File: src/hdl/pfcts_defs.svh
`ifndef PFCTS_DEFS_SVH
`define PFCTS_DEFS_SVH

`define PFCTS_CLK_HZ 200000000
`define PFCTS_FSW_HZ 65000
`define PFCTS_PERIOD (`PFCTS_CLK_HZ / `PFCTS_FSW_HZ)
`define PFCTS_TICK_HZ 6500
`define PFCTS_TICK_CYC (`PFCTS_CLK_HZ / `PFCTS_TICK_HZ)
`define PFCTS_RELAY_MS 20
`define PFCTS_RELAY_CYC (`PFCTS_RELAY_MS * (`PFCTS_CLK_HZ / 1000))
`define PFCTS_RESTART_MS 500
`define PFCTS_RESTART_CYC (`PFCTS_RESTART_MS * (`PFCTS_CLK_HZ / 1000))
`define PFCTS_BULK_UV_V 333
`define PFCTS_COEF_SPLIT_A 15
`define PFCTS_CUR_LSB_PER_A 10
`define PFCTS_DUTY_RST 12'h000
`define PFCTS_CMP_TRAP 0
`define PFCTS_CMP_ZERO 1

`endif

File: src/hdl/pfcts_pkg.sv
package pfcts_pkg;
    typedef logic [11:0] pfcts_cnt_t;
    typedef logic [9:0] pfcts_volt_t;
    typedef logic [9:0] pfcts_amp_t;
    typedef enum logic [2:0] {
        ST_IDLE,
        ST_RELAY,
        ST_RUN,
        ST_HOLD,
        ST_RESTART
    } pfcts_state_e;
endpackage

File: src/hdl/pfcts_cap_if.sv
`timescale 1ns/100ps
interface pfcts_cap_if;
    logic start;
    logic zc_fall;
    pfcts_pkg::pfcts_cnt_t cond_time;
    logic cap_valid;
    modport ctrl (output start, output zc_fall, input cond_time,
        input cap_valid);
    modport cap (input start, input zc_fall, output cond_time,
        output cap_valid);
endinterface

File: src/hdl/pfcts_capture.sv
`timescale 1ns/100ps
module pfcts_capture (
    input wire logic ref_clk,
    input wire logic resetn,
    pfcts_cap_if.cap cap
);
    import pfcts_pkg::*;

    pfcts_cnt_t cnt;
    logic armed;

    // The counter saturates so a missing zero crossing cannot wrap it.
    always_ff @(posedge ref_clk) begin
        if (!resetn) begin
            cnt <= '0;
        end else if (cap.start) begin
            cnt <= '0;
        end else if (cnt != 12'hFFF) begin
            cnt <= cnt + 12'h001;
        end
    end

    always_ff @(posedge ref_clk) begin
        if (!resetn) begin
            armed <= 1'b0;
            cap.cond_time <= '0;
            cap.cap_valid <= 1'b0;
        end else begin
            cap.cap_valid <= 1'b0;
            if (cap.start) begin
                armed <= 1'b1;
            end else if (armed && cap.zc_fall) begin
                armed <= 1'b0;
                cap.cond_time <= cnt;
                cap.cap_valid <= 1'b1;
            end
        end
    end
endmodule

File: src/hdl/pfcts_timing.sv
// Notes on behaviour
// - Main PWM period at 65 kHz.
// - First compare holds duty on-time.
// - Half-duty compare triggers current sampling.
// - Current conversion done raises control event.
// - Replica timer triggers voltage sampling mid off-time.
// - Separate 6.5 kHz periodic tick.
// - Peak comparator forces PWM low.
// - Capture slice measures conduction time.
// - Zero-current comparator ends conduction measurement.
// - Extra timers make comparator reference PWMs.
// - Two triggers serve current and voltage channels.
// - Relay closes before PWM is enabled.
// - Relay opens only on bulk undervoltage.
// - Capture restarts at period, captures falling edge.
// - Overshoot holds PWM off until target.
// - Below 333 V shut down, wait, then idle until a new start request.
`timescale 1ns/100ps
`include "pfcts_defs.svh"
module pfcts_timing #(
    parameter int unsigned TICK_CYCLES = `PFCTS_TICK_CYC,
    parameter int unsigned RELAY_CYCLES = `PFCTS_RELAY_CYC,
    parameter int unsigned RESTART_CYCLES = `PFCTS_RESTART_CYC
) (
    input wire logic ref_clk,
    input wire logic resetn,
    input wire logic start_req,
    input wire pfcts_pkg::pfcts_cnt_t duty_compare_value,
    input wire logic adc_cur_done,
    input wire pfcts_pkg::pfcts_amp_t cur_sample,
    input wire pfcts_pkg::pfcts_volt_t bulk_volts,
    input wire pfcts_pkg::pfcts_volt_t ovp_level,
    input wire pfcts_pkg::pfcts_volt_t target_level,
    input wire logic [15:0] ref_levels,
    input wire logic peak_current_limit,
    input wire logic zero_current,
    output logic pwm_out,
    output logic adc_cur_trig,
    output logic adc_volt_trig,
    output logic cur_ctrl_event,
    output logic slow_tick,
    output logic [1:0] ref_pwm,
    output logic relay_close,
    output logic soft_start,
    output logic coef_high,
    output pfcts_pkg::pfcts_cnt_t cond_time,
    output logic cond_valid
);
    import pfcts_pkg::*;

    localparam pfcts_cnt_t LAST = pfcts_cnt_t'(`PFCTS_PERIOD - 1);
    localparam pfcts_cnt_t PER = pfcts_cnt_t'(`PFCTS_PERIOD);
    localparam pfcts_volt_t BULK_UV = pfcts_volt_t'(`PFCTS_BULK_UV_V);
    localparam pfcts_amp_t CUR_SPLIT =
        pfcts_amp_t'(`PFCTS_COEF_SPLIT_A * `PFCTS_CUR_LSB_PER_A);

    if (TICK_CYCLES < 2 || RELAY_CYCLES < 1 || RESTART_CYCLES < 1)
    begin : g_chk
        $error("pfcts_timing: cycle counts too small");
    end

    // Comparator pins: three flops, a level change counts once the
    // second and third stages agree.
    logic [2:0] sync_sr [2];
    logic [1:0] cmp_lvl;
    for (genvar i = 0; i < 2; i++) begin : g_sync
        always_ff @(posedge ref_clk) begin
            if (!resetn) begin
                sync_sr[i] <= 3'h0;
                cmp_lvl[i] <= 1'b0;
            end else begin
                sync_sr[i] <= {sync_sr[i][1:0],
                    (i == 0) ? peak_current_limit : zero_current};
                if (sync_sr[i][1] == sync_sr[i][2]) begin
                    cmp_lvl[i] <= sync_sr[i][2];
                end
            end
        end
    end

    logic trap;
    logic zero_prev;
    assign trap = cmp_lvl[`PFCTS_CMP_TRAP];

    pfcts_cnt_t cnt, rep_cnt, duty_act, half_act, mid_off;
    pfcts_cnt_t duty_sat;
    pfcts_state_e state;
    logic run_pwm;
    logic [31:0] wait_cnt, tick_cnt;
    logic [7:0] ref_cnt;

    always_ff @(posedge ref_clk) begin
        if (!resetn || cnt == LAST) begin
            cnt <= '0;
        end else begin
            cnt <= cnt + 12'h001;
        end
    end

    // The replica restarts on every main wrap, so the two never drift.
    always_ff @(posedge ref_clk) begin
        if (!resetn || cnt == LAST) begin
            rep_cnt <= '0;
        end else begin
            rep_cnt <= rep_cnt + 12'h001;
        end
    end

    // A duty change mid-period would give a runt pulse, so it waits.
    assign duty_sat = (duty_compare_value > LAST) ? LAST
        : duty_compare_value;
    always_ff @(posedge ref_clk) begin
        if (!resetn) begin
            duty_act <= `PFCTS_DUTY_RST;
            half_act <= `PFCTS_DUTY_RST;
            mid_off <= LAST;
        end else if (cnt == LAST) begin
            duty_act <= duty_sat;
            half_act <= duty_sat >> 1;
            mid_off <= duty_sat + ((PER - duty_sat) >> 1);
        end
    end

    assign run_pwm = (state == ST_RUN) && bulk_volts >= BULK_UV;
    always_ff @(posedge ref_clk) begin
        if (!resetn) begin
            pwm_out <= 1'b0;
        end else begin
            pwm_out <= run_pwm && !trap && cnt < duty_act;
        end
    end

    // Two separate triggers: current at mid on-time, bulk mid off-time.
    always_ff @(posedge ref_clk) begin
        if (!resetn) begin
            adc_cur_trig <= 1'b0;
            adc_volt_trig <= 1'b0;
        end else begin
            adc_cur_trig <= run_pwm && half_act != 12'h000
                && cnt == half_act;
            adc_volt_trig <= run_pwm && rep_cnt == mid_off;
        end
    end

    always_ff @(posedge ref_clk) begin
        if (!resetn) begin
            cur_ctrl_event <= 1'b0;
            coef_high <= 1'b0;
        end else begin
            cur_ctrl_event <= adc_cur_done;
            if (adc_cur_done) begin
                coef_high <= cur_sample >= CUR_SPLIT;
            end
        end
    end

    always_ff @(posedge ref_clk) begin
        if (!resetn) begin
            tick_cnt <= '0;
            slow_tick <= 1'b0;
        end else if (tick_cnt == TICK_CYCLES - 1) begin
            tick_cnt <= '0;
            slow_tick <= 1'b1;
        end else begin
            tick_cnt <= tick_cnt + 32'h00000001;
            slow_tick <= 1'b0;
        end
    end

    // The reference PWMs feed external RC filters, hence the fast 8-bit
    // counter: ripple is traded for simplicity.
    always_ff @(posedge ref_clk) begin
        if (!resetn) begin
            ref_cnt <= '0;
        end else begin
            ref_cnt <= ref_cnt + 8'h01;
        end
    end
    for (genvar i = 0; i < 2; i++) begin : g_ref
        always_ff @(posedge ref_clk) begin
            if (!resetn) begin
                ref_pwm[i] <= 1'b0;
            end else begin
                ref_pwm[i] <= ref_cnt < ref_levels[i*8 +: 8];
            end
        end
    end

    always_ff @(posedge ref_clk) begin
        if (!resetn) begin
            state <= ST_IDLE;
            relay_close <= 1'b0;
            soft_start <= 1'b0;
            wait_cnt <= '0;
        end else begin
            soft_start <= 1'b0;
            wait_cnt <= wait_cnt + 32'h00000001;
            unique case (state)
                ST_IDLE: begin
                    wait_cnt <= '0;
                    if (start_req) begin
                        state <= ST_RELAY;
                        relay_close <= 1'b1;
                    end
                end
                ST_RELAY: begin
                    if (wait_cnt >= RELAY_CYCLES - 1) begin
                        state <= ST_RUN;
                        soft_start <= 1'b1;
                    end
                end
                ST_RUN, ST_HOLD: begin
                    wait_cnt <= '0;
                    if (bulk_volts < BULK_UV) begin
                        state <= ST_RESTART;
                        relay_close <= 1'b0;
                    end else if (state == ST_RUN
                        && bulk_volts > ovp_level) begin
                        state <= ST_HOLD;
                    end else if (state == ST_HOLD
                        && bulk_volts <= target_level) begin
                        state <= ST_RUN;
                    end
                end
                ST_RESTART: begin
                    if (wait_cnt >= RESTART_CYCLES - 1) begin
                        state <= ST_IDLE;
                    end
                end
            endcase
        end
    end

    pfcts_cap_if cap_bus ();
    always_ff @(posedge ref_clk) begin
        if (!resetn) begin
            zero_prev <= 1'b0;
        end else begin
            zero_prev <= cmp_lvl[`PFCTS_CMP_ZERO];
        end
    end
    assign cap_bus.start = (cnt == 12'h000);
    assign cap_bus.zc_fall = zero_prev
        && !cmp_lvl[`PFCTS_CMP_ZERO];
    assign cond_time = cap_bus.cond_time;
    assign cond_valid = cap_bus.cap_valid;

    pfcts_capture u_cap (
        .ref_clk(ref_clk),
        .resetn(resetn),
        .cap(cap_bus.cap)
    );
endmodule

File: config.mk
export PLATFORM = sky130hd
export DESIGN_NAME = pfcts_timing
export DESIGN_NICKNAME = d
export VERILOG_FILES = /design/src/hdl/pfcts_pkg.sv /design/src/hdl/pfcts_cap_if.sv /design/src/hdl/pfcts_capture.sv /design/src/hdl/pfcts_timing.sv
export VERILOG_INCLUDE_DIRS = /design/src /design/src/hdl
export SDC_FILE = /design/constraint.sdc
export NUM_CORES = 1
export LEC_CHECK = 0
export BUFFER_PORTS_ARGS = -buffer_cell sky130_fd_sc_hd__buf_2
export CORE_AREA = 2 2 135 137
export CTS_BUF_LIST = sky130_fd_sc_hd__clkbuf_8
export DETAILED_ROUTE_END_ITERATION = 10
export DIE_AREA = 0 0 137 139
export GPL_TIMING_DRIVEN = 0
export PLACE_DENSITY = 0.71
export SETUP_SLACK_MARGIN = 0.1
export SYNTH_ARGS = -nofsm -noshare
export SYNTH_HDL_FRONTEND = slang
export SYNTH_SLANG_ARGS = --single-unit
File: constraint.sdc
create_clock -name ref_clk -period 3.35 [get_ports ref_clk]
set_clock_uncertainty 0.1 [all_clocks]
set_input_delay 0 -clock ref_clk [delete_from_list [all_inputs] [get_ports ref_clk]]
set_output_delay 0 -clock ref_clk [all_outputs]
set_load 0.02 [all_outputs]
* After elaboration in Yosys (flattened, before gate mapping) *
Memories as Yosys holds them, arrays and structs flattened.
Cells that the tools add are included.

storage, ports and cells
  word-level logic and storage cells = 113
  input bits = 74
  memory bits (writable) = 6
  output and inout port bits = 23
  memories kept = 1
  register bits = 173

cells by class
  multiplexer cells = 20
  bitwise gates (word level) = 4
  order comparisons = 11
  equal/unequal tests = 16
  $add $sub $neg = 8
  reduce and logical (&&, ||, !) cells = 27

memories
  memory   depth  bits a word  rd ports  clocked after memory_dff  write ports  RTL line            source
  sync_sr  2      3            2         0                         2            pfcts_timing.sv:64  logic [2:0] sync_sr [2];

operators with widths
  cell                                                                                   count
  32-bit by 1-bit adder with 32-bit output, second input constant                        2
  12-bit by 1-bit adder with 12-bit output, second input constant                        3
  32-bit by 15-bit equality test with 1-bit output, second input constant                1
  32-bit by 22-bit greater-or-equal comparator with 1-bit output, second input constant  1
  32-bit by 27-bit greater-or-equal comparator with 1-bit output, second input constant  1
  3-bit 2-to-1 mux                                                                       8
  8-bit < comparator                                                                     2
  12-bit by 11-bit adder with 12-bit output                                              1
  12-bit by 11-bit equality test with 1-bit output                                       1
  12-bit equality test                                                                   1
  12-bit equality test, second input constant                                            1
  12-bit greater-than comparator, second input constant                                  1
  12-bit logical NOT                                                                     1
  12-bit < comparator                                                                    1
  12-bit 2-to-1 mux                                                                      1
  12-bit inequality test, second input constant                                          1
  3-bit case mux with 4 select lines                                                     1
  12-bit nonzero test                                                                    1
  12-bit subtractor, first input constant                                                1
  10-bit by 8-bit greater-or-equal comparator with 1-bit output, second input constant   1
  10-bit by 9-bit greater-or-equal comparator with 1-bit output, second input constant   1
  10-bit greater-than comparator                                                         1
  10-bit <= comparator                                                                   1
  1-bit logical AND                                                                      10
  21 further kinds                                                                       42

* Logic depth before layout (Yosys ltp) *
  depth after elaboration = 6
  depth in mapped cells = 15
  gate-level depth less buffers = 15

* Cells and area by module *
Synthesis repeated with hierarchy kept, for this count alone.

second synthesis, totals
  cells, all modules = 1062
  area, all modules = 8992.4 um^2

modules (own cells, without submodules)
  module         sequential area each (um^2)  times used  cells an instance  area each (um^2)
  pfcts_timing   2842.7                       1           935                7866.3
  pfcts_capture  520.5                        1           127                1126.1

* Least setup slack after synthesis *
Ideal clock, no wire load.

  path type = input to register
  from = input port duty_compare_value[7]
  to = register mid_off[11]
  data arrival time = 2.652 ns
  stages = 12
  slack = 0.505 ns
  buffers on the path = 0
  library setup time = 0.093 ns
  required time = 3.157 ns
  path through = or3_4 > o41ai_2 > a31oi_1 > or2_1 > a21oi_1 > o221ai_1 > ha_1 > nand3_1 > or3_1 > a31oi_2 > nor3_1 > o311ai_2

between the ends
  word-level cells in the longest chain between the ends = 4

ends and longest elaborated chain
  what                                         RTL line             source
  from (decl)                                  pfcts_timing.sv:28   input wire pfcts_pkg::pfcts_cnt_t duty_compare_value,
  12-bit greater-than comparator               pfcts_timing.sv:110  assign duty_sat = (duty_compare_value > LAST) ? LAST
  12-bit 2-to-1 mux *                          pfcts_timing.sv:110
  12-bit subtractor                            pfcts_timing.sv:120  mid_off <= duty_sat + ((PER - duty_sat) >> 1);
  12-bit by 11-bit adder with 12-bit output *  pfcts_timing.sv:120
  to (signal assigned)                         pfcts_timing.sv:120
  to (decl)                                    pfcts_timing.sv:85   pfcts_cnt_t cnt, rep_cnt, duty_act, half_act, mid_off;

Mark *: on every way between the ends. The rest lies on a longest branch, timed or not.
A chain may end at the register's enable or synchronous reset.

* Worst setup path in the final report *
  from = input port duty_compare_value[8]
  to = register mid_off[11]

Same word-level chain as after synthesis.

==> results.sh <==
export IMPL_layoutNonFillerInstCount=1432
export IMPL_fillCellCount=1591
export IMPL_synth_warnings=0
export IMPL_cp_slowest_stage_delay_ns=0.53
export IMPL_final_cell_area_sq_um=10400
export IMPL_p_seq_share_pct=50.8
export IMPL_die_y_microns=139
export IMPL_cts_setup_buffers=0
export IMPL_syn_avg_cell_area_sq_um=8.57
export IMPL_startpoint_type="input port"
export IMPL_crit_path_top_delay_cell="dlygate4sd3_1"
export IMPL_final_min_clock_period_ns=3.04
export IMPL_synth_compound_area_share_pct=9.71
export IMPL_post_synth_top_area_fraction_pct=37.2
export IMPL_p_int_mw=2.98
export IMPL_multi_input_area_sq_um=5300
export IMPL_post_route_period_util_pct=90.7
export IMPL_seqCellArea_sq_um=3360
export IMPL_async_flop_share_pct=0
export IMPL_drv_slew=0
export IMPL_status="completed"
export IMPL_power_density_nw_per_um2=392
export IMPL_dpl_cell_area_sq_um=9800
export IMPL_io_buffers=95
export IMPL_cp_max_fo=5
export IMPL_cp_cell_sequence="dlygate4sd3_1, buf_2, o41ai_4, a31oi_1, or2_1, nor2_1, o221ai_1, ha_1, o21ai_0, or3_1, a31oi_2, nor3_1, o311ai_2"
export IMPL_place_hpwl_microns=14200
export IMPL_antenna_found_initial=0
export IMPL_post_route_drc_count=0
export IMPL_ys_types=72
export IMPL_grt_pass1_vias=7453
export IMPL_hp_class="input port to register"
export IMPL_synth_fa_ha_area_share_pct=8.86
export IMPL_wl_microns=19200
export IMPL_synth_xor_area_share_pct=11.9
export IMPL_synth_ff_type="dfxtp_1"
export IMPL_numPlacedInstances=1378
export IMPL_syn_to_final_growth_pct=15.5
export IMPL_synth_top_family_by_area="simple AND/OR/NAND/NOR gates"
export IMPL_final_hold_violation_count=0
export IMPL_max_cap_viol_count=0
export IMPL_seq_area_frac_synth_pct=37.2
export IMPL_grt_max_degree=17
export IMPL_wl_per_cell_microns=13.4
export IMPL_synth_area_sq_um=9040
export IMPL_dr_pass1_iters=5
export IMPL_yosys_area_share_simple_pct=26.4
export IMPL_finalNetCount=1329
export IMPL_placementRows=49
export IMPL_synth_cells=1054
export IMPL_slew_headroom_pct=58.2
export IMPL_synth_edf_count=0
export IMPL_antennaDiodeCount=0
export IMPL_grt_total_usage_pct=21.2
export IMPL_fin_util_pct=59.1
export IMPL_crit_arrival_ns=3.30
export IMPL_p_comb_share_pct=13.9
export IMPL_die_width_microns=137
export IMPL_p_sw_mw=1.11
export IMPL_crit_type="input port to register"
export IMPL_highest_layer="met4"
export IMPL_endpoint_kind="register"
export IMPL_grt_pass1_wl_microns=33400
export IMPL_m1WireLength_microns=9260
export IMPL_mostFrequentLayoutCells="dfxtp_1, nor2_1, buf_2, nand2_1, xor2_1"
export IMPL_clkTransAtPathRegs_ns=0.09
export IMPL_gp_congestion=0.852
export IMPL_rsz0062_at_grt="false"
export IMPL_drt_iter0_markers=306
export IMPL_ios=97
export IMPL_dieArea_sq_um=19000
export IMPL_fmax_mhz=329
export IMPL_drive_gt1_share_pct=14.0
export IMPL_layout_commonest_cell="dfxtp_1"
export IMPL_num_vias=7534
export IMPL_start_util_pct=51.2
export IMPL_cts_sinks=168
export IMPL_cts_buffers=17
export IMPL_ys_ff_latch=168
export IMPL_wl_met3_microns=574
export IMPL_globalRoute_totalOverflow=0
export IMPL_synth_area_leaders="dfxtp_1, ha_1, xor2_1"
export IMPL_worst_path_buf_inv=2
export IMPL_tightest_slew_ns=0.627
export IMPL_ant_nets=0
export IMPL_synth_area_mux_share_pct=1.61
export IMPL_cts_max_level=4
export IMPL_p_sw_share_pct=27.2
export IMPL_p_clk_share_pct=35.3
export IMPL_vias_per_cell=5.26
export IMPL_setup_viol=0
export IMPL_synth_nets=1192
export IMPL_cts_buffer_depth=2
export IMPL_cp_data_required_time_ns=3.61
export IMPL_vdd_ir_drop_max_mv=0.247
export IMPL_critical_path_top_delay_family="compound AO/OA/AOI/OAI gates"
export IMPL_cts_tree="built"
export IMPL_synth_top_area_cell="dfxtp_1"
export IMPL_p_leak_nw=4.32
export IMPL_wl_met2_microns=9070
export IMPL_core_sq_um=17700
export IMPL_insertion_delay_ns=0.46
export IMPL_cts_root_buf="clkbuf_8"
Yosys cell counts, drive strengths merged (6+ instances only):
master  count
a211oi     11
a21boi     13
a21o       10
a21oi      22
and2       29
and3       27
and4        7
buf         9
clkbuf     23
dfxtp     168
ha         64
inv        62
mux2i      13
nand2      89
nand3      44
nand4      33
nor2      140
nor2b      23
nor3       22
nor4       16
o21ai      33
o31ai       8
or3         6
xnor2      54
xor2       69
power groups by stage:
stage                     sequential (mW)  combinational [mW]  clock, mW
after detailed placement             2.13               0.538          0
after global routing                 2.09               0.639       1.55
final                                2.08               0.567       1.44
after global placement               2.12               0.525          0
after CTS                            2.08               0.567       1.47
after floorplan                      2.12               0.370          0
metrics by stage:
stage / power, mW / setup slack, ns / hold WS [ns] / setup TNS [ns]
2_1_floorplan: 2.49 / 0.505 / -0.0102 / 0
3_3_place_gp: 2.65 / 0.0402 / 0.0975 / 0
3_5_place_dp: 2.66 / -0.0522 / 0.106 / -0.0522
4_1_cts: 4.12 / 0.250 / 0.000386 / 0
5_1_grt: 4.28 / 0.132 / 0.0553 / 0
6_report: 4.09 / 0.312 / 0.0198 / 0
layout make-up:
class	count	share of cell area, %
plain buffers	32	1.51
clock buffers	18	2.37
flip-flops and latches	168	32.2
inverters	62	2.23
clock inverters	13	1.37
multi-input cells	792	50.8
repair buffers	118	6.76
well taps	229	2.75
worst register-to-register path, delay by kind of cell (launching register included):
kind          cells  cell delay [ns]
simple gates      5             1.16
buf+inv           2             0.55
flops             1             0.41
registers in the layout, summed over array words and instances (netlist names), 2 cells and up:
register and count:
state 3, sync_sr 6, rep_cnt 12, ref_pwm 2, u_cap.cnt 12, mid_off 12
ref_cnt 8, tick_cnt 32, cnt 12, u_cap.cap.cond_time 12, duty_act 12, wait_cnt 32
cells by family (layout without fill, tap and decap cells):
| kind of cell | count (synthesis) | in the layout |
|---|---|---|
| flops | 168 | 168 |
| compound gates | 128 | 128 |
| mux | 14 | 14 |
| simple gates | 463 | 463 |
| xor+xnor | 123 | 123 |
| fa+ha+maj | 64 | 64 |
| buf+inv | 94 | 243 |
final timing paths:
| kind | from | endpoint | slack (ns) | cells past startpoint |
|---|---|---|---|---|
| max | duty_compare_value[8] | mid_off[11] | 0.31 | 13 |
| min | bulk_volts[9] | state[1] | 0.02 | 5 |
| max reg2reg | cnt[6] | duty_act[0] | 1.01 | 7 |
| min reg2reg | sync_sr[1][0] | sync_sr[1][1] | 0.34 | 1 |
timing repair:
item | 4_1_cts | 5_1_grt
resized for setup | 0 | 3
endpoints found under the setup margin | 0 | 3
hold endpoints to repair | 26 | 0
hold buffers | 23 | 0
layer usage:
metal  GRT usage, %  vias to the layer above
met5              0                        -
met3           4.17                       24
li1               -                     3880
met4           6.19                        0
met2           35.5                      115
met1           27.6                     3515
Note: power is estimated with default switching activity, not from simulation.
